[config.mk]
export PLATFORM = sky130hd
export DESIGN_NAME = asd_decoder
export DESIGN_NICKNAME = d
export VERILOG_FILES = /design/src/rtl/asd_pkg.sv /design/src/rtl/asd_dec_if.sv /design/src/rtl/asd_addr.sv /design/src/rtl/asd_classify.sv /design/src/rtl/asd_decoder.sv
export VERILOG_INCLUDE_DIRS = /design/src /design/src/rtl
export SDC_FILE = /design/constraint.sdc
export NUM_CORES = 1
export LEC_CHECK = 0
export ABC_AREA = 1
export CAP_MARGIN = 10
export CORE_ASPECT_RATIO = 1.75
export CORE_MARGIN = 2
export CORE_UTILIZATION = 67
export CTS_CLUSTER_DIAMETER = 120
export DETAILED_ROUTE_END_ITERATION = 10
export DONT_BUFFER_PORTS = 1
export PLACE_DENSITY = 0.86
export SETUP_SLACK_MARGIN = 0.05
export SLEW_MARGIN = 15
export SYNTH_ARGS = -nofsm -noshare
export SYNTH_HDL_FRONTEND = slang
export SYNTH_SLANG_ARGS = --single-unit
[constraint.sdc]
create_clock -name core_clk -period 1.75 [get_ports core_clk]
set_input_delay 0 -clock core_clk [delete_from_list [all_inputs] [get_ports core_clk]]
set_output_delay 0 -clock core_clk [all_outputs]
set_load 0.05 [all_outputs]
[src/rtl/asd_map.svh]
// Space identifier codes and field positions for the alternate space decoder
// Summary of operation
// - Decode all eight identifier bits; all 256 spaces stay distinct.
// - Spaces 8, 9, 0xA, 0xB are user/supervisor instruction and data.
// - MMU claims spaces 3 to 0xB and 0x20 to 0x2F only.
// - Space 3 flush/probe kind comes from virtual address bits 11:8.
// - Space 3: one store is a flush, one load is a probe.
// - A space 3 flush purges every matching translation cache entry.
// - Split caches: applicable one answers probes, both perform flushes.
// - Space 4 accesses one MMU register chosen by virtual address 11:8.
// - Split caches: the applicable one reads registers, both take writes.
// - Space 4 byte, halfword or doubleword access is flagged as error.
// - Space 4 register select ignores virtual address bits 7:0.
// - Spaces 5, 6, 7: diagnostics of instruction, data, I/O caches.
// - 0xC/0xD instruction cache tag/data; 0xE/0xF data cache tag/data.
// - Spaces 0x10-0x14 flush a line in both caches, by match kind.
// - Spaces 0x18-0x1C flush an instruction cache line only.
// - Space 0x17 is block copy, space 0x1F is block fill.
// - Spaces 0x20-0x2F bypass translation to a physical address.
// - 0, 0x15, 0x16, 0x1D, 0x1E, 0x80+ reserved; 1, 0x30-0x7F free.
// - Space 2 reaches implementation specific system status registers.
// - Split MMU parts still present one interface to the processor.
// - Pass-through: physical 35:32 from identifier 3:0, 31:0 from address.
// - Pass-through leaves referenced and modified bits unchanged.
`ifndef ASD_MAP_SVH
`define ASD_MAP_SVH
`define ASD_SID_UNA1      8'h01
`define ASD_SID_SYSREG    8'h02
`define ASD_SID_TC_FP     8'h03
`define ASD_SID_MMU_REG   8'h04
`define ASD_SID_DIAG_I    8'h05
`define ASD_SID_DIAG_D    8'h06
`define ASD_SID_DIAG_IO   8'h07
`define ASD_SID_USER_I    8'h08
`define ASD_SID_SUP_I     8'h09
`define ASD_SID_USER_D    8'h0a
`define ASD_SID_SUP_D     8'h0b
`define ASD_SID_IC_TAG    8'h0c
`define ASD_SID_IC_DATA   8'h0d
`define ASD_SID_DC_TAG    8'h0e
`define ASD_SID_DC_DATA   8'h0f
`define ASD_SID_FLB_LO    8'h10
`define ASD_SID_FLB_HI    8'h14
`define ASD_SID_BCOPY     8'h17
`define ASD_SID_FLI_LO    8'h18
`define ASD_SID_FLI_HI    8'h1c
`define ASD_SID_BFILL     8'h1f
`define ASD_SID_PT_LO     8'h20
`define ASD_SID_PT_HI     8'h2f
`define ASD_SID_UNA_LO    8'h30
`define ASD_SID_UNA_HI    8'h7f
`define ASD_SUB_HI        11
`define ASD_SUB_LO        8
`define ASD_SIZE_WORD     2'h2
`endif

[src/rtl/asd_pkg.sv]
// Types shared by the alternate space decoder modules
`default_nettype none
package asd_pkg;
  typedef enum logic [4:0] {
    ASD_RESERVED = 5'h00,
    ASD_UNASSIGN = 5'h01,
    ASD_SYSREG   = 5'h02,
    ASD_TC_FP    = 5'h03,
    ASD_MMU_REG  = 5'h04,
    ASD_DIAG_I   = 5'h05,
    ASD_DIAG_D   = 5'h06,
    ASD_DIAG_IO  = 5'h07,
    ASD_USER_I   = 5'h08,
    ASD_SUP_I    = 5'h09,
    ASD_USER_D   = 5'h0a,
    ASD_SUP_D    = 5'h0b,
    ASD_IC_TAG   = 5'h0c,
    ASD_IC_DATA  = 5'h0d,
    ASD_DC_TAG   = 5'h0e,
    ASD_DC_DATA  = 5'h0f,
    ASD_FLUSH_B  = 5'h10,
    ASD_FLUSH_I  = 5'h11,
    ASD_BCOPY    = 5'h12,
    ASD_BFILL    = 5'h13,
    ASD_PASS     = 5'h14
  } asd_class_t;
endpackage
`default_nettype wire
[src/rtl/asd_dec_if.sv]
// Carrier between the decoder top and its classify and address helpers
`default_nettype none
interface asd_dec_if;
  import asd_pkg::*;
  logic [7:0]  space_identifier;
  logic [31:0] virtual_addr;
  asd_class_t  cls;
  logic [35:0] physical_addr;
  logic [3:0]  sub_sel;
  modport top_mp (output space_identifier, output virtual_addr,
                  input cls, input physical_addr, input sub_sel);
  modport cls_mp (input space_identifier, output cls);
  modport adr_mp (input space_identifier, input virtual_addr,
                  output physical_addr, output sub_sel);
endinterface
`default_nettype wire

[src/rtl/asd_addr.sv]
// Forms the pass-through physical address and the register sub-select
`include "asd_map.svh"
`default_nettype none
module asd_addr (
  asd_dec_if.adr_mp dec
);
  // -------------------------------------------------------------
  // Address forming
  // -------------------------------------------------------------
  // Upper nibble from the identifier, low word straight through
  assign dec.physical_addr = {dec.space_identifier[3:0],
                              dec.virtual_addr};
  // Bits 7:0 never reach the selector
  assign dec.sub_sel = dec.virtual_addr[`ASD_SUB_HI:`ASD_SUB_LO];
endmodule
`default_nettype wire

[src/rtl/asd_classify.sv]
// Maps an 8-bit space identifier onto its space class
`include "asd_map.svh"
`default_nettype none
module asd_classify
  import asd_pkg::*;
(
  asd_dec_if.cls_mp dec
);
  logic [7:0] sid;
  assign sid = dec.space_identifier;

  // -------------------------------------------------------------
  // Full eight-bit decode
  // -------------------------------------------------------------
  // No bit is dropped, so no two identifiers alias
  always_comb begin
    dec.cls = ASD_RESERVED;
    if (sid >= `ASD_SID_PT_LO && sid <= `ASD_SID_PT_HI)
      dec.cls = ASD_PASS;
    else if (sid >= `ASD_SID_UNA_LO && sid <= `ASD_SID_UNA_HI)
      dec.cls = ASD_UNASSIGN;
    else if (sid >= `ASD_SID_FLB_LO && sid <= `ASD_SID_FLB_HI)
      dec.cls = ASD_FLUSH_B;
    else if (sid >= `ASD_SID_FLI_LO && sid <= `ASD_SID_FLI_HI)
      dec.cls = ASD_FLUSH_I;
    else if (sid == `ASD_SID_BCOPY)
      dec.cls = ASD_BCOPY;
    else if (sid == `ASD_SID_BFILL)
      dec.cls = ASD_BFILL;
    else if (sid == `ASD_SID_UNA1)
      dec.cls = ASD_UNASSIGN;
    else if (sid >= `ASD_SID_SYSREG && sid <= `ASD_SID_DC_DATA)
      // Low codes map straight onto the class codes
      dec.cls = asd_class_t'(sid[4:0]);
  end
endmodule
`default_nettype wire

[src/rtl/asd_decoder.sv]
// Alternate space decoder: steers each alternate access to its target
`include "asd_map.svh"
`default_nettype none
module asd_decoder
  import asd_pkg::*;
#(
  parameter bit SPLIT_TC  = 1'b1,
  parameter bit SYSREG_EN = 1'b1,
  parameter bit UNASG_EN  = 1'b0
) (
  input  wire logic        core_clk,
  input  wire logic        nrst,
  input  wire logic        req_valid,
  input  wire logic        req_store,
  input  wire logic        req_priv,
  input  wire logic        req_iside,
  input  wire logic [1:0]  req_size,
  input  wire logic [7:0]  space_identifier,
  input  wire logic [31:0] virtual_addr,
  output logic             rsp_valid,
  output logic             access_error,
  output logic             mmu_claim,
  output logic             tc_flush_i,
  output logic             tc_flush_d,
  output logic             tc_probe_i,
  output logic             tc_probe_d,
  output logic [3:0]       tc_op_kind,
  output logic             mmu_reg_rd_i,
  output logic             mmu_reg_rd_d,
  output logic             mmu_reg_wr_i,
  output logic             mmu_reg_wr_d,
  output logic [3:0]       mmu_reg_sel,
  output logic [2:0]       tc_diag,
  output logic [3:0]       cache_acc,
  output logic             line_flush_i,
  output logic             line_flush_d,
  output logic [2:0]       line_flush_kind,
  output logic             block_copy,
  output logic             block_fill,
  output logic             passthru,
  output logic             rm_update_en,
  output logic             sysreg_acc,
  output logic             unasg_acc,
  output logic             mem_access,
  output logic [1:0]       mem_space,
  output logic             acc_store,
  output logic [35:0]      physical_addr
);

  // -------------------------------------------------------------
  // Decode helpers
  // -------------------------------------------------------------
  asd_dec_if dec ();
  assign dec.space_identifier = space_identifier;
  assign dec.virtual_addr     = virtual_addr;

  asd_classify u_classify (
    .dec (dec.cls_mp)
  );

  asd_addr u_addr (
    .dec (dec.adr_mp)
  );

  // -------------------------------------------------------------
  // Next values
  // -------------------------------------------------------------
  logic        next_rsp_valid;
  logic        next_access_error;
  logic        next_mmu_claim;
  logic        next_tc_flush_i;
  logic        next_tc_flush_d;
  logic        next_tc_probe_i;
  logic        next_tc_probe_d;
  logic [3:0]  next_tc_op_kind;
  logic        next_mmu_reg_rd_i;
  logic        next_mmu_reg_rd_d;
  logic        next_mmu_reg_wr_i;
  logic        next_mmu_reg_wr_d;
  logic [3:0]  next_mmu_reg_sel;
  logic [2:0]  next_tc_diag;
  logic [3:0]  next_cache_acc;
  logic        next_line_flush_i;
  logic        next_line_flush_d;
  logic [2:0]  next_line_flush_kind;
  logic        next_block_copy;
  logic        next_block_fill;
  logic        next_passthru;
  logic        next_rm_update_en;
  logic        next_sysreg_acc;
  logic        next_unasg_acc;
  logic        next_mem_access;
  logic [1:0]  next_mem_space;
  logic        next_acc_store;
  logic [35:0] next_physical_addr;
  logic        mandatory;
  logic        side_i;
  logic        side_d;

  // Mandatory spaces are open to unprivileged code
  assign mandatory = (dec.cls == ASD_USER_I) || (dec.cls == ASD_SUP_I) ||
                     (dec.cls == ASD_USER_D) ||
                     (dec.cls == ASD_SUP_D);
  // Combined cache build answers probes and register reads on the data side
  assign side_i = SPLIT_TC && req_iside;
  assign side_d = !SPLIT_TC || !req_iside;

  // One request port for all MMU parts; routing decided here
  always_comb begin
    next_rsp_valid       = req_valid;
    next_access_error    = 1'b0;
    next_mmu_claim       = 1'b0;
    next_tc_flush_i      = 1'b0;
    next_tc_flush_d      = 1'b0;
    next_tc_probe_i      = 1'b0;
    next_tc_probe_d      = 1'b0;
    next_tc_op_kind      = tc_op_kind;
    next_mmu_reg_rd_i    = 1'b0;
    next_mmu_reg_rd_d    = 1'b0;
    next_mmu_reg_wr_i    = 1'b0;
    next_mmu_reg_wr_d    = 1'b0;
    next_mmu_reg_sel     = mmu_reg_sel;
    next_tc_diag         = 3'h0;
    next_cache_acc       = 4'h0;
    next_line_flush_i    = 1'b0;
    next_line_flush_d    = 1'b0;
    next_line_flush_kind = line_flush_kind;
    next_block_copy      = 1'b0;
    next_block_fill      = 1'b0;
    next_passthru        = 1'b0;
    next_rm_update_en    = 1'b0;
    next_sysreg_acc      = 1'b0;
    next_unasg_acc       = 1'b0;
    next_mem_access      = 1'b0;
    next_mem_space       = mem_space;
    next_acc_store       = acc_store;
    next_physical_addr   = physical_addr;
    if (req_valid) begin
      next_acc_store = req_store;
      // Identifier 3..0xB and the pass-through block belong to the MMU
      next_mmu_claim = (space_identifier >= `ASD_SID_TC_FP &&
                        space_identifier <= `ASD_SID_SUP_D) ||
                       (dec.cls == ASD_PASS);
      // Guard anyway: a stray unprivileged access must not act
      if (!req_priv && !mandatory) begin
        next_access_error = 1'b1;
        next_mmu_claim    = 1'b0;
      end else begin
        unique case (dec.cls)
          ASD_RESERVED: begin
            next_access_error = 1'b1;
          end
          ASD_UNASSIGN: begin
            // Only usable when an outside responder is fitted
            next_unasg_acc    = UNASG_EN;
            next_access_error = !UNASG_EN;
          end
          ASD_SYSREG: begin
            next_sysreg_acc   = SYSREG_EN;
            next_access_error = !SYSREG_EN;
          end
          ASD_TC_FP: begin
            next_tc_op_kind = dec.sub_sel;
            if (req_store) begin
              // Purge of every matching entry, so every part must see it
              next_tc_flush_d = 1'b1;
              next_tc_flush_i = SPLIT_TC;
            end else begin
              next_tc_probe_i = side_i;
              next_tc_probe_d = side_d;
            end
          end
          ASD_MMU_REG: begin
            next_mmu_reg_sel = dec.sub_sel;
            if (req_size != `ASD_SIZE_WORD) begin
              // Odd sizes do nothing to the registers
              next_access_error = 1'b1;
            end else if (req_store) begin
              // Duplicated registers stay in step
              next_mmu_reg_wr_d = 1'b1;
              next_mmu_reg_wr_i = SPLIT_TC;
            end else begin
              next_mmu_reg_rd_i = side_i;
              next_mmu_reg_rd_d = side_d;
            end
          end
          ASD_DIAG_I: begin
            next_tc_diag = 3'h1;
          end
          ASD_DIAG_D: begin
            next_tc_diag = 3'h2;
          end
          ASD_DIAG_IO: begin
            next_tc_diag = 3'h4;
          end
          ASD_USER_I, ASD_SUP_I, ASD_USER_D, ASD_SUP_D: begin
            // Translated access; space code bits 1:0 give user/sup, I/D
            next_mem_access    = 1'b1;
            next_mem_space     = space_identifier[1:0];
            next_rm_update_en  = 1'b1;
            next_physical_addr = {4'h0, virtual_addr};
          end
          ASD_IC_TAG: begin
            next_cache_acc = 4'h1;
          end
          ASD_IC_DATA: begin
            next_cache_acc = 4'h2;
          end
          ASD_DC_TAG: begin
            next_cache_acc = 4'h4;
          end
          ASD_DC_DATA: begin
            next_cache_acc = 4'h8;
          end
          ASD_FLUSH_B: begin
            next_line_flush_kind = space_identifier[2:0];
            next_line_flush_i    = SPLIT_TC;
            next_line_flush_d    = 1'b1;
          end
          ASD_FLUSH_I: begin
            next_line_flush_kind = space_identifier[2:0];
            next_line_flush_i    = 1'b1;
          end
          ASD_BCOPY: begin
            next_block_copy = 1'b1;
          end
          ASD_BFILL: begin
            next_block_fill = 1'b1;
          end
          ASD_PASS: begin
            next_passthru      = 1'b1;
            next_physical_addr = dec.physical_addr;
            // No page table entry is touched on this path
            next_rm_update_en  = 1'b0;
          end
          default: begin
            next_access_error = 1'b1;
          end
        endcase
      end
    end
  end

  // -------------------------------------------------------------
  // Output registers
  // -------------------------------------------------------------
  // Strobes last one cycle; selects and address hold until a request that drives them
  always_ff @(posedge core_clk or negedge nrst) begin
    if (!nrst) begin
      rsp_valid       <= 1'b0;
      access_error    <= 1'b0;
      mmu_claim       <= 1'b0;
      tc_flush_i      <= 1'b0;
      tc_flush_d      <= 1'b0;
      tc_probe_i      <= 1'b0;
      tc_probe_d      <= 1'b0;
      tc_op_kind      <= 4'h0;
      mmu_reg_rd_i    <= 1'b0;
      mmu_reg_rd_d    <= 1'b0;
      mmu_reg_wr_i    <= 1'b0;
      mmu_reg_wr_d    <= 1'b0;
      mmu_reg_sel     <= 4'h0;
      tc_diag         <= 3'h0;
      cache_acc       <= 4'h0;
      line_flush_i    <= 1'b0;
      line_flush_d    <= 1'b0;
      line_flush_kind <= 3'h0;
      block_copy      <= 1'b0;
      block_fill      <= 1'b0;
      passthru        <= 1'b0;
      rm_update_en    <= 1'b0;
      sysreg_acc      <= 1'b0;
      unasg_acc       <= 1'b0;
      mem_access      <= 1'b0;
      mem_space       <= 2'h0;
      acc_store       <= 1'b0;
      physical_addr   <= 36'h0;
    end else begin
      rsp_valid       <= next_rsp_valid;
      access_error    <= next_access_error;
      mmu_claim       <= next_mmu_claim;
      tc_flush_i      <= next_tc_flush_i;
      tc_flush_d      <= next_tc_flush_d;
      tc_probe_i      <= next_tc_probe_i;
      tc_probe_d      <= next_tc_probe_d;
      tc_op_kind      <= next_tc_op_kind;
      mmu_reg_rd_i    <= next_mmu_reg_rd_i;
      mmu_reg_rd_d    <= next_mmu_reg_rd_d;
      mmu_reg_wr_i    <= next_mmu_reg_wr_i;
      mmu_reg_wr_d    <= next_mmu_reg_wr_d;
      mmu_reg_sel     <= next_mmu_reg_sel;
      tc_diag         <= next_tc_diag;
      cache_acc       <= next_cache_acc;
      line_flush_i    <= next_line_flush_i;
      line_flush_d    <= next_line_flush_d;
      line_flush_kind <= next_line_flush_kind;
      block_copy      <= next_block_copy;
      block_fill      <= next_block_fill;
      passthru        <= next_passthru;
      rm_update_en    <= next_rm_update_en;
      sysreg_acc      <= next_sysreg_acc;
      unasg_acc       <= next_unasg_acc;
      mem_access      <= next_mem_access;
      mem_space       <= next_mem_space;
      acc_store       <= next_acc_store;
      physical_addr   <= next_physical_addr;
    end
  end
endmodule
`default_nettype wire

After elaboration in Yosys (flattened, before gate mapping)
Cells that the tools add are included.
- div/mod/pow operators: 0
- $lt $le $gt $ge: 12
- muxes and demuxes: 66
- $add $sub $neg: 0
- bitwise gates (word level): 1
- multiply operators: 0
- shifts and indexed selects: 0
- reductions and logical operators: 23
- equality and inequality tests: 23
- operators with widths (cell ; number):
    36-bit one-hot mux with 2 select lines ; 1
    1-bit two-way mux ; 50
    5-bit by 4-bit == test with 1-bit output, second input constant ; 8
    5-bit two-way mux ; 8
    5-bit == test, second input constant ; 5
    5-bit by 3-bit == test with 1-bit output, second input constant ; 4
    18-bit OR reduction ; 1
    8-bit by 5-bit == test with 1-bit output, second input constant ; 2
    8-bit by 2-bit >= comparator with 1-bit output, second input constant ; 2
    8-bit by 5-bit >= comparator with 1-bit output, second input constant ; 2
    8-bit by 6-bit >= comparator with 1-bit output, second input constant ; 2
    8-bit by 4-bit less-or-equal comparator with 1-bit output, second input constant ; 2
    8-bit by 5-bit less-or-equal comparator with 1-bit output, second input constant ; 2
    4-bit one-hot mux with 4 select lines ; 1
    3-bit AND reduction ; 5
    5-bit by 2-bit == test with 1-bit output, second input constant ; 2
    3-bit one-hot mux with 3 select lines ; 1
    8-bit by 1-bit == test with 1-bit output, second input constant ; 1
    8-bit by 6-bit less-or-equal comparator with 1-bit output, second input constant ; 1
    8-bit by 7-bit less-or-equal comparator with 1-bit output, second input constant ; 1
    4-bit two-way mux ; 2
    1-bit logical AND ; 7
    3-bit two-way mux ; 2
    1-bit logical OR ; 4
    7 further kinds ; 9
- memories kept: 0
- word-level logic and storage cells: 149
- latch bits: 0
- ROM bits: 0
- flip-flop bits (word level): 73
- output and inout bits: 77
- RAM bits: 0

Depth between registers and ports, before layout
- depth after elaboration: 18
- gate-level depth with buffers: 13
- depth with buffers taken out: 13

Modules after synthesis
Synthesis repeated with hierarchy kept, for this count alone.
- cell total of the unflattened synthesis: 480
- area, all modules: 3739.8 um2
- modules (own cells, without submodules) (module ; sequential area each (um2) ; area an instance (um2) ; cells each ; instances):
    asd_decoder ; 1826.8 ; 3278.1 ; 409 ; 1
    asd_addr ; 0.0 ; 300.3 ; 40 ; 1
    asd_classify ; 0.0 ; 161.4 ; 31 ; 1

Worst setup path after synthesis
No wires, ideal clock.
- kind: input to register
- start point: input port space_identifier[2]
- end point: register mmu_reg_sel[0]
- buffers on the path: 1
- slack: 0.575 ns
- cell stages on the path: 12
- data required time: 1.630 ns
- data arrival time: 1.055 ns
- library setup time: 0.120 ns
- cell sequence: buf_4 -> nand3_1 -> nor2_2 -> inv_1 -> nand2_1 -> nand3_1 -> nor2_2 -> nand2_2 -> nor2_4 -> nand2_4 -> nand2_1 -> o21ai_2
- longest elaborated chain between the ends: 18
- elaborated cells on any way between the ends: 38
- classes of those cells: order compare: 10; eq/ne: 8; mux: 8; bitwise: 1; reduce/logical: 11
- RTL lines (what ; line ; source):
    start: declaration ; asd_decoder.sv:18 ; input wire logic [7:0] space_identifier,
    8-bit by 2-bit >= comparator with 1-bit output (no source line) or 8-bit by 4-bit less-or-equal comparator with 1-bit output (tied branches) ; n/a ;
    1-bit logical AND (no source line) ; n/a ;
    5-bit two-way mux ; asd_classify.sv:32 ; else if (sid >= `ASD_SID_SYSREG && sid <= `ASD_SID_DC_DATA)
    5-bit two-way mux ; asd_classify.sv:30 ; else if (sid == `ASD_SID_UNA1)
    5-bit two-way mux ; asd_classify.sv:28 ; else if (sid == `ASD_SID_BFILL)
    5-bit two-way mux ; asd_classify.sv:26 ; else if (sid == `ASD_SID_BCOPY)
    5-bit two-way mux ; asd_classify.sv:24 ; else if (sid >= `ASD_SID_FLI_LO && sid <= `ASD_SID_FLI_HI)
    5-bit two-way mux ; asd_classify.sv:22 ; else if (sid >= `ASD_SID_FLB_LO && sid <= `ASD_SID_FLB_HI)
    5-bit two-way mux ; asd_classify.sv:20 ; else if (sid >= `ASD_SID_UNA_LO && sid <= `ASD_SID_UNA_HI)
    5-bit two-way mux (*) ; asd_classify.sv:18 ; if (sid >= `ASD_SID_PT_LO && sid <= `ASD_SID_PT_HI)
    5-bit by 4-bit == test with 1-bit output ; asd_decoder.sv:101 ; assign mandatory = (dec.cls == ASD_USER_I) || (dec.cls == ASD_SUP_I) ||
    1-bit logical OR (2 in series) ; asd_decoder.sv:101 ;
    1-bit logical OR ; asd_decoder.sv:102 ; (dec.cls == ASD_USER_D) ||
    1-bit zero test ; asd_decoder.sv:145 ; if (!req_priv && !mandatory) begin
    1-bit logical AND ; asd_decoder.sv:145 ;
    1-bit inverter (no source line) ; n/a ;
    3-bit AND reduction (no source line) (*) ; n/a ;
    end signal: assignment ; asd_decoder.sv:291 ; mmu_reg_sel <= next_mmu_reg_sel;
    end: declaration ; asd_decoder.sv:32 ; output logic [3:0] mmu_reg_sel,
Mark *: on every way between the ends. The rest lies on a longest branch, timed or not.
A chain may end at the register's enable or synchronous reset.

Worst setup path in the final report
- start point: input port req_store
- end point: register mmu_reg_rd_i
- longest elaborated chain between the ends: 5
- RTL lines (what ; line ; source):
    start: declaration ; asd_decoder.sv:14 ; input wire logic req_store,
    1-bit two-way mux ; asd_decoder.sv:178 ; end else if (req_store) begin
    1-bit two-way mux ; asd_decoder.sv:175 ; if (req_size != `ASD_SIZE_WORD) begin
    1-bit two-way mux ; asd_decoder.sv:149 ; unique case (dec.cls)
    1-bit two-way mux ; asd_decoder.sv:145 ;
    1-bit two-way mux ; asd_decoder.sv:138 ; if (req_valid) begin
    named net next_mmu_reg_rd_i ; asd_decoder.sv:76 ; logic next_mmu_reg_rd_i;
    end signal: assignment ; asd_decoder.sv:287 ; mmu_reg_rd_i <= next_mmu_reg_rd_i;
    end: declaration ; asd_decoder.sv:28 ; output logic mmu_reg_rd_i,
The timed path passes the listed nets, and every way through them passes these cells.

==> impl_metrics.json <==
{
  "io_pins": 125,
  "row_count": 32,
  "setup_viol": 0,
  "netlist_area_um2": 3042,
  "die_h_um": 93.14,
  "routedWlPerCell_um": 20.36,
  "gr-total-overflow": 0,
  "clockRootBuffer": "clkbuf_8",
  "finalCritPeriodShare_pct": 97.06,
  "via_per_inst": 5.943,
  "cts_hold_buf": 52,
  "die_w_um": 54.94,
  "routed_wl_um": 9284,
  "area.growth.synth_to_final_pct": 24.93,
  "first_pass_iters": 4,
  "numCtsBuffers": 9,
  "cp_max_fo": 2,
  "hold_path.class": "primary input to asynchronous set/reset pin",
  "max_freq_ghz": 0.5887,
  "syn_inst": 339,
  "core-area_um2": 4404,
  "total_power_mw": 4.679,
  "worst_pin_slew_ns": 0.5942,
  "track_usage_pct": 38.56,
  "end_kind": "flip-flop",
  "fill_cells": 214,
  "crit_required_ns": 2.04,
  "vias": 2710,
  "drcViolationCount": 0,
  "start_util_pct": 69.06,
  "clkTransAtPathRegs_ns": 0.08,
  "gp_congestion": 0.8821,
  "arrival_ns": 1.99,
  "power_leakage_nw": 1.966,
  "ir_worst_vdd_uv": 1092,
  "yosysWarnings": 0,
  "grt_pass1_wl_um": 13500,
  "portBuffers": 0,
  "dp_slack_ns": 0.3847,
  "ys_ff_latch": 73,
  "max_slew_margin_pct": 60.38,
  "hold_viol_final": 73,
  "hold_ws_ns": -0.6647,
  "dp_hpwl_um": 4973,
  "cts.sinks": 73,
  "ys_types": 25,
  "rsz0062_at_grt": "true",
  "design.die.area_um2": 5116,
  "worstSetupPathType": "primary input to flip-flop",
  "syn-mean-instance-area_um2": 8.972,
  "drt.antenna.violating_nets": 0,
  "insertion_delay_ns": 0.34,
  "synthTopCellsByArea": "dfrtp_1 (60%), nand2_1 (16%), nor2_1 (3.3%)",
  "finalWorstSetupSlack_ns": 0.05138,
  "syn_nets": 387,
  "htreeDepth": 3,
  "yosysSeqAreaShare_pct": 60.06,
  "p_per_area_nw_per_um2": 1231,
  "cp-start-kind": "primary input",
  "status": "finished with violations",
  "tritoncts": "yes",
  "timing_max_transition_violations_final": 0,
  "fin_tns_setup_ns": 0,
  "drive_gt1_share_pct": 12.59,
  "fin_crit_ns": 1.699,
  "finalNetCount": 448,
  "finalClockSkew_ns": 0,
  "grt_pass1_vias": 2779,
  "synth.largest_area_cell": "dfrtp_1",
  "drtIter0Drc": 101,
  "grt_max_degree": 74,
  "clockBufferDepth": 2,
  "violations": "hold timing",
  "netlist.area_leader.share_pct": 60.06,
  "diodes": 0,
  "max-cap-violations": 0,
  "antenna_found_initial": 0
}
-- cell type report --
| type | count | area, µm² | share of cell area (%) |
|---|---|---|---|
| Sequential cell | 73 | 1827 | 48.07 |
| Multi-Input combinational cell | 225 | 1025 | 26.97 |
| Timing Repair Buffer | 62 | 598.1 | 15.74 |
| Clock buffer | 14 | 162.7 | 4.281 |
| Inverter | 29 | 111.4 | 2.931 |
| Tap cell | 51 | 63.81 | 1.679 |
| Clock inverter | 2 | 12.51 | 0.3293 |
-- cell families (layout without fill, tap and decap cells) --
| group | Yosys count | after routing | synth area share (%) |
|---|---|---|---|
| simple gates | 198 | 198 | 28.88 |
| flops | 73 | 73 | 60.06 |
| buf+inv | 41 | 107 | 6.417 |
| compound gates | 26 | 26 | 4.525 |
| other cells | 1 | 1 | 0.1233 |
-- worst max-delay path: stages --
cell           delay (ns)
dlygate4sd3_1        0.57
inv_2                0.07
nand2_1              0.05
dlygate4sd3_1        0.59
nor2_1               0.14
dlygate4sd3_1        0.56
-- sequential cells by signal (all words and copies together) (netlist names), 2 cells and up --
name / flops
physical_addr: 36
cache_acc: 4
mmu_reg_sel: 4
tc_op_kind: 4
line_flush_kind: 3
tc_diag: 3
mem_space: 2
-- metrics by stage --
step / area [µm²] / util, % / instances / hold slack [ns]
after CTS: 3785 / 85.94 / 455 / -0.6646
after global routing: 3800 / 86.28 / 456 / -0.6751
after global placement: 3089 / 70.14 / 387 / -0.2944
after floorplan: 3042 / - / 339 / -0.2956
final: 3800 / 86.28 / 456 / -0.6647
after detailed placement: 3089 / 70.14 / 387 / -0.2942
-- cell usage in the layout, fill, tap and decap left out, types with 2 or more instances in the layout --
cell type      instances
clkbuf_8              11
nand4_1                3
nor4_1                 2
inv_1                 24
dfrtp_1               73
nor3_1                 5
o21ai_2                2
nor2_1                27
inv_2                  4
nand3_1               12
nand2_2                7
dlygate4sd3_1         51
o21ai_1                8
buf_4                 10
nand4_2                2
nor2_4                 5
a21oi_1                2
o21ai_0               14
nand2_4                2
nand2_1              127
nor2_2                 3
clkbuf_1               3
-- synthesized netlist by cell type, drive strengths merged --
cell   instances
nor4           2
nor3           5
a21oi          2
inv           29
nand3         13
dfrtp         73
nand4          5
or2            1
o21ai         24
buf           12
nand2        136
conb           1
nor2          35
and2           1
-- routing by layer --
layer	global-route usage (%)	vias up	part of all wire, %
li1	-	1167	-
met5	0	-	0
met2	67.46	184	55
met1	35.25	1313	32
met4	22.56	0	4.9
met3	14.06	46	8.1
-- repair_timing --
action	4_1_cts	5_1_grt
endpoints found under the hold margin	145	73
buffers inserted	0	1
endpoints found under the setup margin	0	4
resized for setup	0	3
-- where the power goes --
part	switching (mW)	leakage (nW)	internal (mW)	total, mW
clock network	0.592	0.0867	0.592	1.18
logic	0.330	0.918	0.214	0.544
registers	1.04	0.962	1.91	2.95
total	1.96	1.97	2.72	4.68
-- worst paths after layout --
kind                            depth (start not counted)           endpoint                start  slack (ns)
worst max register to register                          2  physical_addr[11]    physical_addr[11]        0.69
min in group core_clk                                   3         tc_probe_d  space_identifier[2]        0.03
worst max-delay path                                    6       mmu_reg_rd_i            req_store        0.05
max in group asynchronous                               0       mmu_reg_wr_d                 nrst        2.30
worst min-delay path                                    0  physical_addr[23]                 nrst       -0.66
worst min register to register                          2      tc_op_kind[3]        tc_op_kind[3]        0.58
Power figures use the tool's default switching activity.
